$ cat config.mk
export PLATFORM = sky130hd
export DESIGN_NAME = btc_timer
export DESIGN_NICKNAME = d
export VERILOG_FILES = /design/src/verilog/btc_pkg.sv /design/src/verilog/btc_tick_if.sv /design/src/verilog/btc_timer.sv /design/src/verilog/btc_prescale.sv
export SDC_FILE = /design/constraint.sdc
export NUM_CORES = 1
export LEC_CHECK = 0
export BUFFER_PORTS_ARGS = -buffer_cell sky130_fd_sc_hd__clkbuf_2
export CAP_MARGIN = 40
export CORE_ASPECT_RATIO = 0.5
export CORE_MARGIN = 4
export CORE_UTILIZATION = 52
export CTS_BUF_LIST = sky130_fd_sc_hd__clkbuf_4
export DETAILED_ROUTE_END_ITERATION = 10
export GPL_ROUTABILITY_DRIVEN = 0
export PLACE_DENSITY = 0.78
export REMOVE_ABC_BUFFERS = 1
export SKIP_CTS_REPAIR_TIMING = 1
export SYNTH_ARGS = -nofsm -noshare
export SYNTH_HDL_FRONTEND = slang
export SYNTH_SLANG_ARGS = --single-unit
$ cat constraint.sdc
create_clock -name clk -period 2 [get_ports clk]
set_input_delay 0.1 -clock clk [delete_from_list [all_inputs] [get_ports clk]]
set_output_delay 0.1 -clock clk [all_outputs]
set_load 0.01 [all_outputs]
$ cat src/verilog/btc_pkg.sv
// shared constants and types of the byte timer with capture and load
package btc_pkg;

    localparam int DATA_W = 8;
    localparam int BUS_W  = 32;
    localparam int ADDR_W = 6;
    localparam int IDX_W  = 4;

    // register indices, byte address is four times the index
    localparam logic [IDX_W-1:0] IDX_CTRL       = 4'h0;
    localparam logic [IDX_W-1:0] IDX_SHARED     = 4'h1;
    localparam logic [IDX_W-1:0] IDX_LOW_LOAD   = 4'h4;
    localparam logic [IDX_W-1:0] IDX_HIGH_LOAD  = 4'h5;
    localparam logic [IDX_W-1:0] IDX_LOW_CAP    = 4'hA;
    localparam logic [IDX_W-1:0] IDX_HIGH_CAP   = 4'hB;
    localparam logic [IDX_W-1:0] IDX_INT_STATUS = 4'hC;
    localparam logic [IDX_W-1:0] IDX_INT_MASK   = 4'hD;

    // control register fields
    localparam int CTRL_ENABLE    = 7;
    localparam int CTRL_SINGLE    = 6;
    localparam int CTRL_TIMEOUT   = 5;
    localparam int CTRL_CLK_HI    = 4;
    localparam int CTRL_CLK_LO    = 3;
    localparam int CTRL_CAP_IE    = 2;
    localparam int CTRL_TO_IE     = 1;
    localparam int CTRL_PIN_ROUTE = 0;

    // shared control fields
    localparam int SHARED_MODE     = 7;
    localparam int SHARED_INIT_OUT = 1;

    // interrupt status and mask fields
    localparam int INT_W       = 2;
    localparam int INT_TIMEOUT = 0;
    localparam int INT_CAPTURE = 1;

    // values after reset, counter top value and prescaler width
    localparam logic [DATA_W-1:0] CTRL_RST      = 8'h00;
    localparam logic [DATA_W-1:0] SHARED_RST    = 8'h00;
    localparam logic [DATA_W-1:0] LOAD_RST      = 8'h00;
    localparam logic [DATA_W-1:0] CAP_RST       = 8'h00;
    localparam logic [INT_W-1:0]  INT_RST       = 2'h0;
    localparam logic [DATA_W-1:0] COUNT_MAX     = 8'hFF;
    localparam int                PRESCALE_W    = 3;

    typedef enum logic {
        BTC_STOPPED,
        BTC_RUNNING
    } btc_state_t;

endpackage

$ cat src/verilog/btc_tick_if.sv
// tick request and answer between timer core and prescaler
interface btc_tick_if;
    logic       run;
    logic [1:0] sel;
    logic       tick;

    modport ctl (output run, output sel, input tick);
    modport div (input run, input sel, output tick);
endinterface

$ cat src/verilog/btc_timer.sv
// byte timer with high and low phase capture and waveform load
//
// Functional notes
// (RULE1) enable bit starts, stops, reads running state
// (RULE2) single pass halts, otherwise modulo-n repeats
// (RULE3) clock select divides by 1, 2, 4, 8
// (RULE4) timeout flag set by hardware, write-1 clears
// (RULE5) counter interrupt mask gates timeout request
// (RULE6) capture interrupt mask gates capture request
// (RULE7) route bit puts timer output on pin
// (RULE8) high capture holds input-high count
// (RULE9) low capture holds input-low count
// (RULE10) capture registers read-only, reset zero
// (RULE11) high load sets output high duration
// (RULE12) shared mode bit: transmit or capture
// (RULE13) low load sets output low duration
// (RULE14) transmit alternates loads, toggles, flags expiry
module btc_timer
    import btc_pkg::*;
(
    // clock, reset, enable
    input  wire logic                        clk,
    input  wire logic                        resetn,
    input  wire logic                        ce,
    // avalon-mm slave
    input  wire logic [btc_pkg::ADDR_W-1:0]  avs_address,
    input  wire logic                        avs_read,
    input  wire logic                        avs_write,
    input  wire logic [btc_pkg::BUS_W-1:0]   avs_writedata,
    output logic      [btc_pkg::BUS_W-1:0]   avs_readdata,
    output logic                             avs_waitrequest,
    // measured pulse input pin
    input  wire logic                        pulse_in,
    // general purpose drive of the shared pin
    input  wire logic                        gpio_out,
    input  wire logic                        gpio_oe,
    // pin and timer outputs
    output logic                             pin_out,
    output logic                             pin_oe,
    output logic                             byte_timer_output,
    // interrupt
    output logic                             irq
);

    ////////////////////////////////////////////////////////////////////////////
    // declarations

    btc_tick_if tif ();

    logic [DATA_W-1:0] byte_timer_control;
    logic [DATA_W-1:0] shared_timer_control;
    logic [DATA_W-1:0] high_duration_load;
    logic [DATA_W-1:0] low_duration_load;
    logic [DATA_W-1:0] high_phase_capture;
    logic [DATA_W-1:0] low_phase_capture;
    logic [INT_W-1:0]  int_status;
    logic [INT_W-1:0]  int_mask;
    btc_state_t        state;
    logic [DATA_W-1:0] count;
    logic              tmr_out;
    logic              in_meta;
    logic              in_sync;
    logic              in_last;

    logic [IDX_W-1:0]  reg_idx;
    logic              wr_fire;
    logic              rd_fire;
    logic              wr_ctrl;
    logic              wr_shared;
    logic              wr_low_load;
    logic              wr_high_load;
    logic              wr_int_mask;
    logic              rd_status;
    logic [DATA_W-1:0] wbyte;
    logic [DATA_W-1:0] rd_byte;
    logic              mode_demod;
    logic              single_pass;
    logic              start_req;
    logic              stop_req;
    logic              in_edge;
    logic              expire;
    logic              timeout_ev;
    logic              capture_ev;
    logic [INT_W-1:0]  events;
    logic [INT_W-1:0]  gate;
    logic [INT_W-1:0]  status_ack;
    logic              running;
    logic              next_irq;
    btc_state_t        next_state;
    logic [DATA_W-1:0] next_count;
    logic              next_out;

    ////////////////////////////////////////////////////////////////////////////
    // bus decode

    assign reg_idx      = avs_address[ADDR_W-1:2];
    assign wr_fire      = avs_write && !avs_waitrequest;
    assign rd_fire      = avs_read && !avs_waitrequest;
    assign wbyte        = avs_writedata[DATA_W-1:0];
    assign wr_ctrl      = wr_fire && (reg_idx == IDX_CTRL);
    assign wr_shared    = wr_fire && (reg_idx == IDX_SHARED);
    assign wr_low_load  = wr_fire && (reg_idx == IDX_LOW_LOAD);
    assign wr_high_load = wr_fire && (reg_idx == IDX_HIGH_LOAD);
    assign wr_int_mask  = wr_fire && (reg_idx == IDX_INT_MASK);
    assign rd_status    = rd_fire && (reg_idx == IDX_INT_STATUS);

    assign running = (state == BTC_RUNNING);

    // read mux, unmapped reads return zero, capture writes are ignored
    assign rd_byte =
        (reg_idx == IDX_CTRL)       ? {running, byte_timer_control[CTRL_ENABLE-1:0]} : // RULE1
        (reg_idx == IDX_SHARED)     ? shared_timer_control :
        (reg_idx == IDX_LOW_LOAD)   ? low_duration_load :
        (reg_idx == IDX_HIGH_LOAD)  ? high_duration_load : // RULE11
        (reg_idx == IDX_LOW_CAP)    ? low_phase_capture : // RULE10
        (reg_idx == IDX_HIGH_CAP)   ? high_phase_capture : // RULE10
        (reg_idx == IDX_INT_STATUS) ? {{(DATA_W-INT_W){1'b0}}, int_status} :
        (reg_idx == IDX_INT_MASK)   ? {{(DATA_W-INT_W){1'b0}}, int_mask} :
                                      8'h00;

    ////////////////////////////////////////////////////////////////////////////
    // bus handshake

    // one wait cycle, then the answer for exactly one cycle
    always_ff @(posedge clk or negedge resetn) begin
        if (!resetn) begin
            avs_waitrequest <= 1'b1;
            avs_readdata    <= '0;
        end else if (ce) begin
            avs_waitrequest <= !((avs_read || avs_write) && avs_waitrequest);
            avs_readdata    <= {{(BUS_W-DATA_W){1'b0}}, rd_byte};
        end
    end

    ////////////////////////////////////////////////////////////////////////////
    // software registers

    assign mode_demod  = shared_timer_control[SHARED_MODE]; // RULE12
    assign single_pass = byte_timer_control[CTRL_SINGLE];
    assign start_req   = wr_ctrl && wbyte[CTRL_ENABLE] && !running; // RULE1
    assign stop_req    = wr_ctrl && !wbyte[CTRL_ENABLE]; // RULE1

    always_ff @(posedge clk or negedge resetn) begin
        if (!resetn) begin
            byte_timer_control <= CTRL_RST;
        end else if (ce) begin
            if (wr_ctrl) begin
                byte_timer_control[CTRL_ENABLE-1:CTRL_TIMEOUT+1] <= wbyte[CTRL_SINGLE]; // RULE2
                byte_timer_control[CTRL_CLK_HI:0] <= wbyte[CTRL_CLK_HI:0]; // RULE3
            end
            byte_timer_control[CTRL_ENABLE] <= 1'b0;
            // hardware set wins over write-one clear
            byte_timer_control[CTRL_TIMEOUT] <= timeout_ev ||
                (byte_timer_control[CTRL_TIMEOUT] && !(wr_ctrl && wbyte[CTRL_TIMEOUT])); // RULE4
        end
    end

    always_ff @(posedge clk or negedge resetn) begin
        if (!resetn) begin
            shared_timer_control <= SHARED_RST;
            high_duration_load   <= LOAD_RST;
            low_duration_load    <= LOAD_RST;
            int_mask             <= INT_RST;
        end else if (ce) begin
            if (wr_shared) begin
                shared_timer_control <= wbyte; // RULE12
            end
            if (wr_high_load) begin
                high_duration_load <= wbyte; // RULE11
            end
            if (wr_low_load) begin
                low_duration_load <= wbyte; // RULE13
            end
            if (wr_int_mask) begin
                int_mask <= wbyte[INT_W-1:0];
            end
        end
    end

    ////////////////////////////////////////////////////////////////////////////
    // pulse input synchroniser

    always_ff @(posedge clk or negedge resetn) begin
        if (!resetn) begin
            in_meta <= 1'b0;
            in_sync <= 1'b0;
            in_last <= 1'b0;
        end else if (ce) begin
            in_meta <= pulse_in;
            in_sync <= in_meta;
            in_last <= in_sync;
        end
    end

    assign in_edge = in_sync != in_last;

    ////////////////////////////////////////////////////////////////////////////
    // prescaler

    assign tif.run = running;
    assign tif.sel = byte_timer_control[CTRL_CLK_HI:CTRL_CLK_LO]; // RULE3

    btc_prescale u_prescale (
        .clk    (clk),
        .resetn (resetn),
        .ce     (ce),
        .tif    (tif)
    );

    ////////////////////////////////////////////////////////////////////////////
    // counter core

    assign expire = mode_demod ? (count == COUNT_MAX) : (count == '0);
    assign timeout_ev = running && !stop_req && tif.tick && expire; // RULE14
    assign capture_ev = running && !stop_req && mode_demod && in_edge;

    always_comb begin
        next_state = state;
        next_count = count;
        next_out   = tmr_out;
        if (stop_req) begin
            next_state = BTC_STOPPED; // RULE1
        end else if (start_req) begin
            next_state = BTC_RUNNING; // RULE1
            next_out   = shared_timer_control[SHARED_INIT_OUT];
            if (mode_demod) begin
                next_count = '0;
            end else if (shared_timer_control[SHARED_INIT_OUT]) begin
                next_count = high_duration_load; // RULE11
            end else begin
                next_count = low_duration_load; // RULE13
            end
        end else if (running) begin
            if (capture_ev) begin
                // tick of the edge cycle already belongs to the new level
                next_count = {{(DATA_W-1){1'b0}}, tif.tick}; // RULE8 RULE9
            end else if (tif.tick && mode_demod) begin
                next_count = count + 1'b1;
                if (expire && single_pass) begin
                    next_state = BTC_STOPPED; // RULE2
                end
            end else if (tif.tick) begin
                if (expire) begin
                    // toggle and load the duration of the new level
                    next_out   = !tmr_out; // RULE14
                    next_count = tmr_out ? low_duration_load : high_duration_load; // RULE14
                    if (single_pass) begin
                        next_state = BTC_STOPPED; // RULE2
                    end
                end else begin
                    next_count = count - 1'b1;
                end
            end
        end
    end

    always_ff @(posedge clk or negedge resetn) begin
        if (!resetn) begin
            state   <= BTC_STOPPED;
            count   <= '0;
            tmr_out <= 1'b0;
        end else if (ce) begin
            state   <= next_state;
            count   <= next_count;
            tmr_out <= next_out;
        end
    end

    ////////////////////////////////////////////////////////////////////////////
    // capture registers

    always_ff @(posedge clk or negedge resetn) begin
        if (!resetn) begin
            high_phase_capture <= CAP_RST; // RULE10
            low_phase_capture  <= CAP_RST; // RULE10
        end else if (ce && capture_ev) begin
            if (in_last) begin
                high_phase_capture <= count; // RULE8
            end else begin
                low_phase_capture <= count; // RULE9
            end
        end
    end

    ////////////////////////////////////////////////////////////////////////////
    // interrupt status and request

    assign events = {capture_ev, timeout_ev};
    assign gate   = {byte_timer_control[CTRL_CAP_IE], byte_timer_control[CTRL_TO_IE]};
    assign next_irq = |(int_status & int_mask & gate); // RULE5 RULE6
    // clearing read drops only the bits it has reported
    assign status_ack = rd_status ? avs_readdata[INT_W-1:0] : {INT_W{1'b0}};

    always_ff @(posedge clk or negedge resetn) begin
        if (!resetn) begin
            int_status <= INT_RST;
            irq        <= 1'b0;
        end else if (ce) begin
            // new events survive the clearing read
            int_status <= (int_status & ~status_ack) | events;
            irq        <= next_irq;
        end
    end

    ////////////////////////////////////////////////////////////////////////////
    // pin and timer outputs

    always_ff @(posedge clk or negedge resetn) begin
        if (!resetn) begin
            pin_out           <= 1'b0;
            pin_oe            <= 1'b0;
            byte_timer_output <= 1'b0;
        end else if (ce) begin
            pin_out           <= byte_timer_control[CTRL_PIN_ROUTE] ? tmr_out : gpio_out; // RULE7
            pin_oe            <= byte_timer_control[CTRL_PIN_ROUTE] || gpio_oe; // RULE7
            byte_timer_output <= tmr_out;
        end
    end

endmodule

$ cat src/verilog/btc_prescale.sv
// system clock divider that makes the counting tick
module btc_prescale
    import btc_pkg::*;
(
    // clock and reset
    input  wire logic clk,
    input  wire logic resetn,
    input  wire logic ce,
    // tick carrier
    btc_tick_if.div   tif
);

    logic [PRESCALE_W-1:0] div_cnt;
    logic [PRESCALE_W-1:0] div_mask;

    // 00 none, 01 by 2, 10 by 4, 11 by 8
    assign div_mask = {tif.sel == 2'b11, tif.sel[1], |tif.sel}; // RULE3
    assign tif.tick = tif.run && ((div_cnt & div_mask) == div_mask); // RULE3

    always_ff @(posedge clk or negedge resetn) begin
        if (!resetn) begin
            div_cnt <= '0;
        end else if (ce) begin
            div_cnt <= tif.run ? div_cnt + 1'b1 : '0;
        end
    end

endmodule

; Yosys cells after proc, flatten, opt, wreduce, memory -nomap -nowiden
; Index checks and enable logic that the tools add are counted.
[totals]
ff_bits = 80
wordCells = 132
[classes]
addsub = 3
n_eq_ne = 13
muxes = 36
bitwise_logic = 8
n_reduce_logical = 50
[op_table]
columns = op, n
row1 = two-way mux 8 bit, 15
row2 = logical AND 1 bit, 23
row3 = two-way mux 1 bit, 17
row4 = == test 4 bit (second input constant), 4
row5 = AND reduction 2 bit, 7
row6 = adder 8 x 1 -> 8 bit (second input constant), 1
row7 = == test 4 x 3 -> 1 bit (second input constant), 2
row8 = == test 8 bit (second input constant), 1
row9 = logical NOT 8 bit, 1
row10 = subtractor 8 x 1 -> 8 bit (second input constant), 1
row11 = logical NOT 1 bit, 7
row12 = AND reduction 7 bit, 1
row13 = AND 2 bit, 3
row14 = two-way mux 2 bit, 3
row15 = nonzero test 2 bit, 3
row16 = == test 4 x 1 -> 1 bit (second input constant), 1
row17 = logical NOT 4 bit, 1
row18 = inequality test 2 bit (second input constant), 2
row19 = AND reduction 4 bit, 1
row20 = nonzero test 4 bit, 1
row21 = OR reduction 2 bit, 2
row22 = adder 3 x 1 -> 3 bit (second input constant), 1
row23 = AND 3 bit, 1
row24 = == test 3 bit, 1
row25 = 7 further kinds, 10

; Longest topological paths before layout
; Gate-level depths: netlist of run 1.
[depth]
ltp_word = 12
mapped_depth = 9

; Cells and area by module
; A second synthesis of run 1 with hierarchy kept.
[hier_totals]
hier_cells = 440
hier_area_um2 = 4595.7
[modules_own_cells]
columns = module, instances, cells_per_inst, area_each_um2
row1 = btc_timer, 1, 423, 4429.2
row2 = btc_prescale, 1, 17, 166.4

; Worst setup path after synthesis of run 1
; No wires, ideal clock.
[synth_path]
path_kind = flip-flop to flip-flop
from = register count[5]
to = register tmr_out
setup_time_ns = 0.121
t_arrival_ns = 1.960
required_time_ns = 1.879
setup_slack_ns = -0.081
path_stages_with_launch = 9
n_path_buf = 2
cell_sequence = dfrtp_1 buf_6 or4_4 nor4_4 or2_1 buf_4 nand4_2 o22a_1 o22a_1
[synth_between]
elab_chain_len = 4
elab_cells_between_ends = 5
cone_classes = eq/ne (1) / mux (1) / reduce/logical (3)
[synth_rtl]
columns = element, line_no
row1 = start: declaration, btc_timer.sv:59  ; logic [DATA_W-1:0] count;
row2 = start signal: assignment, btc_timer.sv:264  ; count <= next_count;
row3 = == test 8 bit / logical NOT 8 bit (equally long branches), btc_timer.sv:213  ; assign expire = mode_demod ? (count == COUNT_MAX) : (count == '0);
row4 = two-way mux 1 bit (*), btc_timer.sv:213
row5 = nonzero test 2 bit (no line) (*), -
row6 = AND reduction 7 bit (no line) (*), -
row7 = end signal: assignment, btc_timer.sv:265  ; tmr_out <= next_out;
row8 = end: declaration, btc_timer.sv:60  ; logic tmr_out;
; Every way passes the cells marked *; elsewhere a longest branch is shown, timed or not.
; A chain may end at the register's enable or synchronous reset.

; Worst setup path in the final report of run 1
[layout_path]
from = register count[2]
to = register count[2]
[layout_between]
elab_chain_len = 8
elab_cells_between_ends = 11
cone_classes = add/sub (2) / eq/ne (1) / mux (7) / reduce/logical (1)
[layout_rtl]
columns = element, line_no
row1 = "parallel branches: the longest is 4 deep, another holds subtractor 8 x 1 -> 8 bit", -
row2 = two-way mux 8 bit (*), btc_timer.sv:237  ; end else if (tif.tick && mode_demod) begin
row3 = two-way mux 8 bit (*), btc_timer.sv:234  ; if (capture_ev) begin
row4 = two-way mux 8 bit (*), btc_timer.sv:233  ; end else if (running) begin
row5 = two-way mux 8 bit (*), btc_timer.sv:223  ; end else if (start_req) begin
; Mark *: on every way between the ends. The select of a mux whose other input is x is not followed.

==> results.json, run 1 <==
{
  "postSynth.asyncResetShare": 1.000,
  "detail_route.wl_per_cell_um": 17.53,
  "tightestPinTransition_ps": 629.7,
  "layout.cells.most_common": "dfrtp_1",
  "route.layer.met1.wl_um": 5125,
  "fin_tns_setup_ps": -31.49,
  "maximum_number_of_pins_on_one_net_before_global_route_repair": 49,
  "root_buffer": "clkbuf_4",
  "critPathLaunchType": "flip-flop",
  "postSynthRegisterBits": 80,
  "layout.filler_cells": 638,
  "grt_util_all_layers": 0.2145,
  "final.period_utilization": 1.011,
  "post_synth_xor_area_fraction": 0.01895,
  "core_um2": 8317,
  "clock_slew_at_the_register_clock_pins_of_the_worst_setup_and_hold_paths_ps": 120,
  "cellLeakagePower_uw": 0.002443,
  "floorplan.io_pins": 83,
  "slew_headroom": 0.5802,
  "power.density_cell_area_nw_per_um2": 774.9,
  "top_layer": "met4",
  "dr_wl_met2_um": 5216,
  "outcome": "complete, but fails checks",
  "layout.nets": 581,
  "dpl_cell_area_um2": 5097,
  "post_synthesis_average_cell_area_um2": 10.25,
  "fp.dieH_um": 74.66,
  "dr.first_iter.drc_count": 350,
  "routed_via_density": 5.816,
  "synth-edff-count": 0,
  "htree_num_levels": 3,
  "ys_warn_count": 0,
  "antenna_cells": 0,
  "vdd_drop_max_uv": 359.6,
  "highest_clock_frequency_the_design_can_meet_mhz": 494.7,
  "start_util": 0.5556,
  "flow.area_growth_from_synthesis_pct": 16.63,
  "synth_top_family_by_area": "multiplexers",
  "failed_checks": "setup timing",
  "critical_path.endpoint_type": "flip-flop",
  "cts_inserted_buffers": 9,
  "wl_um": 11360,
  "unrepaired_setup_endpoints_after_global_routing": "true",
  "yosys.cell_types.count": 57,
  "routed-via-count": 3769,
  "worst-setup-path-type": "flip-flop to flip-flop",
  "global_route_wire_length_before_repair_um": 17470,
  "path_max_fanout": 5,
  "cp.required_ps": 2310,
  "synth_top_flop_cell": "dfrtp_1",
  "io_buffers": 32,
  "dp_worst_setup_slack_ps": -114.5,
  "number_of_sinks_handled_by_clock_tree_synthesis": 80,
  "min_path_type": "input pin to flip-flop",
  "cts_max_path_buffers": 2,
  "clk_latency_ps": 440,
  "cts_tree": "built",
  "grt_pass1_vias": 3449,
  "fp.dieW_um": 141.3,
  "synth-compound-area-share": 0.1340,
  "num_rows": 23,
  "max_cap_viol_count": 0,
  "ant_nets": 0,
  "syn_inst": 451,
  "synth_area_um2": 4621,
  "dp_hpwl_um": 8307,
  "synth.area.mux_share": 0.1841,
  "antenna_found_initial": 0,
  "design_area_um2": 5389,
  "floorplan.die_area_um2": 10550,
  "synth_seq_area_share": 0.4335,
  "cp_data_arrival_time_ps": 2330,
  "slew_viol_final": 0,
  "layout_setup_ws_ps": -21.29,
  "hold_viol_final": 0,
  "timing.final.crit_period_ps": 2021,
  "globalRouteOverflowTotal": 0,
  "synth_fa_ha_area_frac": 0.01083,
  "layout-drive-gt1-share": 0.3134,
  "firstDrtPassIters": 5,
  "synthSimpleGateAreaFrac": 0.1378,
  "mostFrequentLayoutCells": "dfrtp_1, buf_4, mux2_2",
  "drc": 0,
  "finalSetupViolCount": 2,
  "routed-wl-met3_um": 846,
  "final.setup_skew_ps": 20.92
}
where the power goes:
| group | internal, µW | switching, µW | leakage (µW) |
|---|---|---|---|
| clock network | 243 | 558 | 0.0000586 |
| logic | 653 | 705 | 0.00134 |
| registers | 1810 | 205 | 0.00105 |
flip-flops by register name (all words and copies together) (netlist names):
signal,flops
avs_readdata,8
count,8
high_duration_load,8
high_phase_capture,8
low_duration_load,8
low_phase_capture,8
shared_timer_control,8
byte_timer_control,7
u_prescale.div_cnt,3
int_mask,2
int_status,2
avs_waitrequest,1
byte_timer_output,1
in_last,1
in_meta,1
in_sync,1
irq,1
pin_oe,1
pin_out,1
running,1
tmr_out,1
final cells by class:
class                      instances  area, µm²  share of cell area
timing repair buffer              96      698.2              0.1296
tap                              112      140.1             0.02600
inverter                          15      56.30             0.01045
clock buffer                       9      67.56             0.01254
multi-input combinational        329       2385              0.4425
clock inverter                     7      37.54            0.006965
sequential                        80       2004              0.3720
final timing paths:
path	startpoint	end	slack [ps]	cells past startpoint
max	count[2]	count[2]	-20	7
min	avs_write	avs_waitrequest	3	3
max reg2reg	count[2]	count[2]	-20	7
min reg2reg	byte_timer_control[5]	byte_timer_control[5]	500	1
max in group asynchronous	resetn	high_phase_capture[6]	1180	3
min in group asynchronous	resetn	count[0]	220	2
metal layers:
| layer | track usage | vias to the layer above |
|---|---|---|
| met5 | 0 | - |
| met4 | 0.05693 | 0 |
| met3 | 0.04632 | 18 |
| met2 | 0.3453 | 163 |
| met1 | 0.3011 | 1855 |
| li1 | - | 1733 |
cell usage after synthesis (all sizes together), types with 2 or more instances:
library cell  count  area [µm²]
a21boi            2       15.01
a21o              3       22.52
a21oi            22       117.6
a221oi            8       70.07
a31oi             4       25.02
and2              2       12.51
and3              4       25.02
buf              34       252.7
clkbuf           16       60.06
dfrtp            79        1977
ha                4       50.05
inv              15       56.30
mux2             48       540.5
mux2i            31       310.3
nand2            30       115.1
nand2b            4       25.02
nand3            14       70.07
nand4             3       25.02
nand4b            2       17.52
nor2             34       127.6
nor2b             6       37.54
nor3              8       50.05
nor3b             2       15.01
nor4              3       48.80
o211ai            7       52.55
o21ai            24       120.1
o22a              2       17.52
o22ai             6       37.54
o31ai             2       20.02
o32a              2       20.02
o32ai             3       26.28
or3               4       25.02
or4               2       18.77
xnor2             6       52.55
xor2              4       35.03
cell families after synthesis:
family,count (synthesis)
flops,80
buf+inv,65
simple gates,121
fa+ha+maj,4
mux,79
other cells,1
xor+xnor,10
compound gates,91
critical path: stages, from the launching register on:
cell and delay (ps):
dfrtp_1 400, or4_4 560, nor4_4 260, or2_4 220, buf_4 110, a21oi_1 60, o211ai_1 190, a21oi_1 100
through the flow:
stage / hold slack [ps] / util / instances / power, µW
2_1_floorplan: -195.6 / - / 424 / 2769
3_3_place_gp: 157.3 / 0.6129 / 618 / 3267
3_5_place_dp: 161.9 / 0.6129 / 618 / 3299
4_1_cts: -317.2 / 0.6255 / 634 / 4089
5_1_grt: 0.6544 / 0.6480 / 648 / 4403
6_report: 2.843 / 0.6480 / 648 / 4176
(Power assumes the default switching activity.)
==> run 2: changes to the inputs <==
BUFFER_PORTS_ARGS = -buffer_cell sky130_fd_sc_hd__buf_2   (was -buffer_cell sky130_fd_sc_hd__clkbuf_2)
GPL_TIMING_DRIVEN = 0   (was unset)
==> run 2 against run 1 <==
Against the previous run:
- the flow still finishes with violations (setup timing)
- clock-buffer cell count rose by 3
- combinational power fell by 13%
- first-iteration DRC count rose by 28%
- sequential share of layout area rose by 0.72 points
- sequential cell count did not move
- clock skew fell by 7.0 ps
- setup slack got worse by 120 ps
- register-to-register slack got worse by 120 ps
- critical path type unchanged
- critical endpoint is now tmr_out
- highest routed layer unchanged
==> results.json, run 2 (synthesized netlist as in run 1, its figures left out) <==
{
  "outcome": "complete, but fails checks",
  "failed_checks": "setup timing",
  "slew_headroom": 0.5077,
  "critical_path.endpoint_type": "flip-flop",
  "htree_num_levels": 3,
  "path_cells": "or4_4, nor4_4, or2_4, nand4_4, o22a_1, o22a_1",
  "antenna_cells": 0,
  "power.density_cell_area_nw_per_um2": 823.6,
  "dp_hpwl_um": 7692,
  "drc": 0,
  "firstDrtPassIters": 5,
  "fp.dieW_um": 141.3,
  "ant_nets": 0,
  "final.setup_skew_ps": 13.93,
  "cts_max_path_buffers": 2,
  "slew_viol_final": 0,
  "timing.final.crit_period_ps": 2139,
  "grt_util_all_layers": 0.2102,
  "global_route_wire_length_before_repair_um": 17110,
  "routed-via-count": 3637,
  "root_buffer": "clkbuf_4",
  "vdd_drop_max_uv": 393.3,
  "grt_pass1_vias": 3306,
  "clk_latency_ps": 450,
  "cts_inserted_buffers": 9,
  "mostFrequentLayoutCells": "dfrtp_1, mux2_2, nor2_1",
  "floorplan.io_pins": 83,
  "antenna_found_initial": 0,
  "layout_setup_ws_ps": -138.9,
  "highest_clock_frequency_the_design_can_meet_mhz": 467.5,
  "layout.cells.most_common": "dfrtp_1",
  "cp_data_arrival_time_ps": 2490,
  "cts_tree": "built",
  "hold_viol_final": 0,
  "min_path_type": "input pin to asynchronous set/reset pin",
  "dr.first_iter.drc_count": 448,
  "finalSetupViolCount": 13,
  "maximum_number_of_pins_on_one_net_before_global_route_repair": 53,
  "path_max_fanout": 6,
  "wl_um": 11270,
  "number_of_sinks_handled_by_clock_tree_synthesis": 80,
  "total_power_uw": 4374,
  "core_um2": 8317,
  "start_util": 0.5556,
  "unrepaired_setup_endpoints_after_global_routing": "true",
  "flow.area_growth_from_synthesis_pct": 14.92,
  "design_area_um2": 5310,
  "cp.required_ps": 2350,
  "io_buffers": 32,
  "clock_slew_at_the_register_clock_pins_of_the_worst_setup_and_hold_paths_ps": 120,
  "hold_slack_ps": 94.93,
  "critPathMostFrequentCell": "o22a_1",
  "layout.nets": 549,
  "worst-setup-path-type": "flip-flop to flip-flop",
  "cell_with_the_biggest_individual_delay_on_the_critical_path": "or4_4",
  "tightestPinTransition_ps": 738.4,
  "fin_tns_setup_ps": -530.9,
  "num_rows": 23,
  "fp.dieH_um": 74.66,
  "detail_route.wl_per_cell_um": 18.30,
  "crit_buf_inv": 0,
  "layout-drive-gt1-share": 0.3075,
  "floorplan.die_area_um2": 10550,
  "layout.filler_cells": 633,
  "cellLeakagePower_uw": 0.002352,
  "final.period_utilization": 1.069,
  "critPathLaunchType": "flip-flop",
  "max_cap_viol_count": 0,
  "routed_via_density": 5.904,
  "critical_path.top_delay_family": "simple AND/OR/NAND/NOR gates",
  "globalRouteOverflowTotal": 0,
  "dpl_cell_area_um2": 4737,
  "fin_util": 0.6385,
  "cpPeakStageDelay_ps": 580,
  "setup_slack_reg_to_reg_ps": -140
}
==> run 2: cell types whose count changed in the layout (fill, tap and decap cells not counted), moves of 4 or more <==
cell | before | now
buf_2 | 0 | 31
buf_4 | 51 | 18
o21ai_0 | 22 | 18
dfrtp_2 | 1 | 8
dfrtp_1 | 78 | 71
clkbuf_2 | 31 | 0
clkbuf_4 | 9 | 13
==> run 2: through the flow <==
step	setup WS [ps]	std cells
CTS	-457.0	587
global route	-193.4	616
global placement	-606.5	568
detailed placement	-644.8	571
floorplan	-137.9	424
finish	-138.9	616
==> run 2: worst reg2reg max path, delay by kind of cell (launching register included) <==
kind	cells	cell delay, ps
AND/OR/NAND/NOR	4	1190
flip-flops	1	450
AO/OA/AOI/OAI	2	400
==> run 2: metal layers <==
metal | track usage | routed length [µm] | part of all wire | vias to the layer above
li1 | - | - | - | 1675
met1 | 0.2836 | 4840 | 0.43 | 1759
met2 | 0.3390 | 5197 | 0.46 | 177
met3 | 0.05964 | 1011 | 0.090 | 26
met4 | 0.06015 | 222 | 0.020 | 0
met5 | 0 | 0 | 0 | -
==> run 2: layout make-up <==
type	count	area [µm²]	share of cell area
Clock inverter	4	68.82	0.01296
Timing Repair Buffer	64	455.4	0.08577
Inverter	15	56.30	0.01060
Clock buffer	12	90.09	0.01697
Sequential cell	80	2013	0.3791
Multi-Input combinational cell	329	2486	0.4682
Tap cell	112	140.1	0.02639
==> run 2: worst paths after layout <==
check | start | end | cells past startpoint
min reg2reg | high_phase_capture[5] | high_phase_capture[5] | 2
max reg2reg | count[3] | tmr_out | 6
max | count[3] | tmr_out | 6
min | resetn | high_phase_capture[3] | 2
max in group asynchronous | resetn | shared_timer_control[7] | 3
min in group clk | avs_address[3] | avs_readdata[1] | 4
==> run 2: where the power goes <==
part | total (µW) | switching (µW) | internal, µW
Sequential | 2100 | 280 | 1820
Clock | 1100 | 551 | 544
Combinational | 1180 | 614 | 564
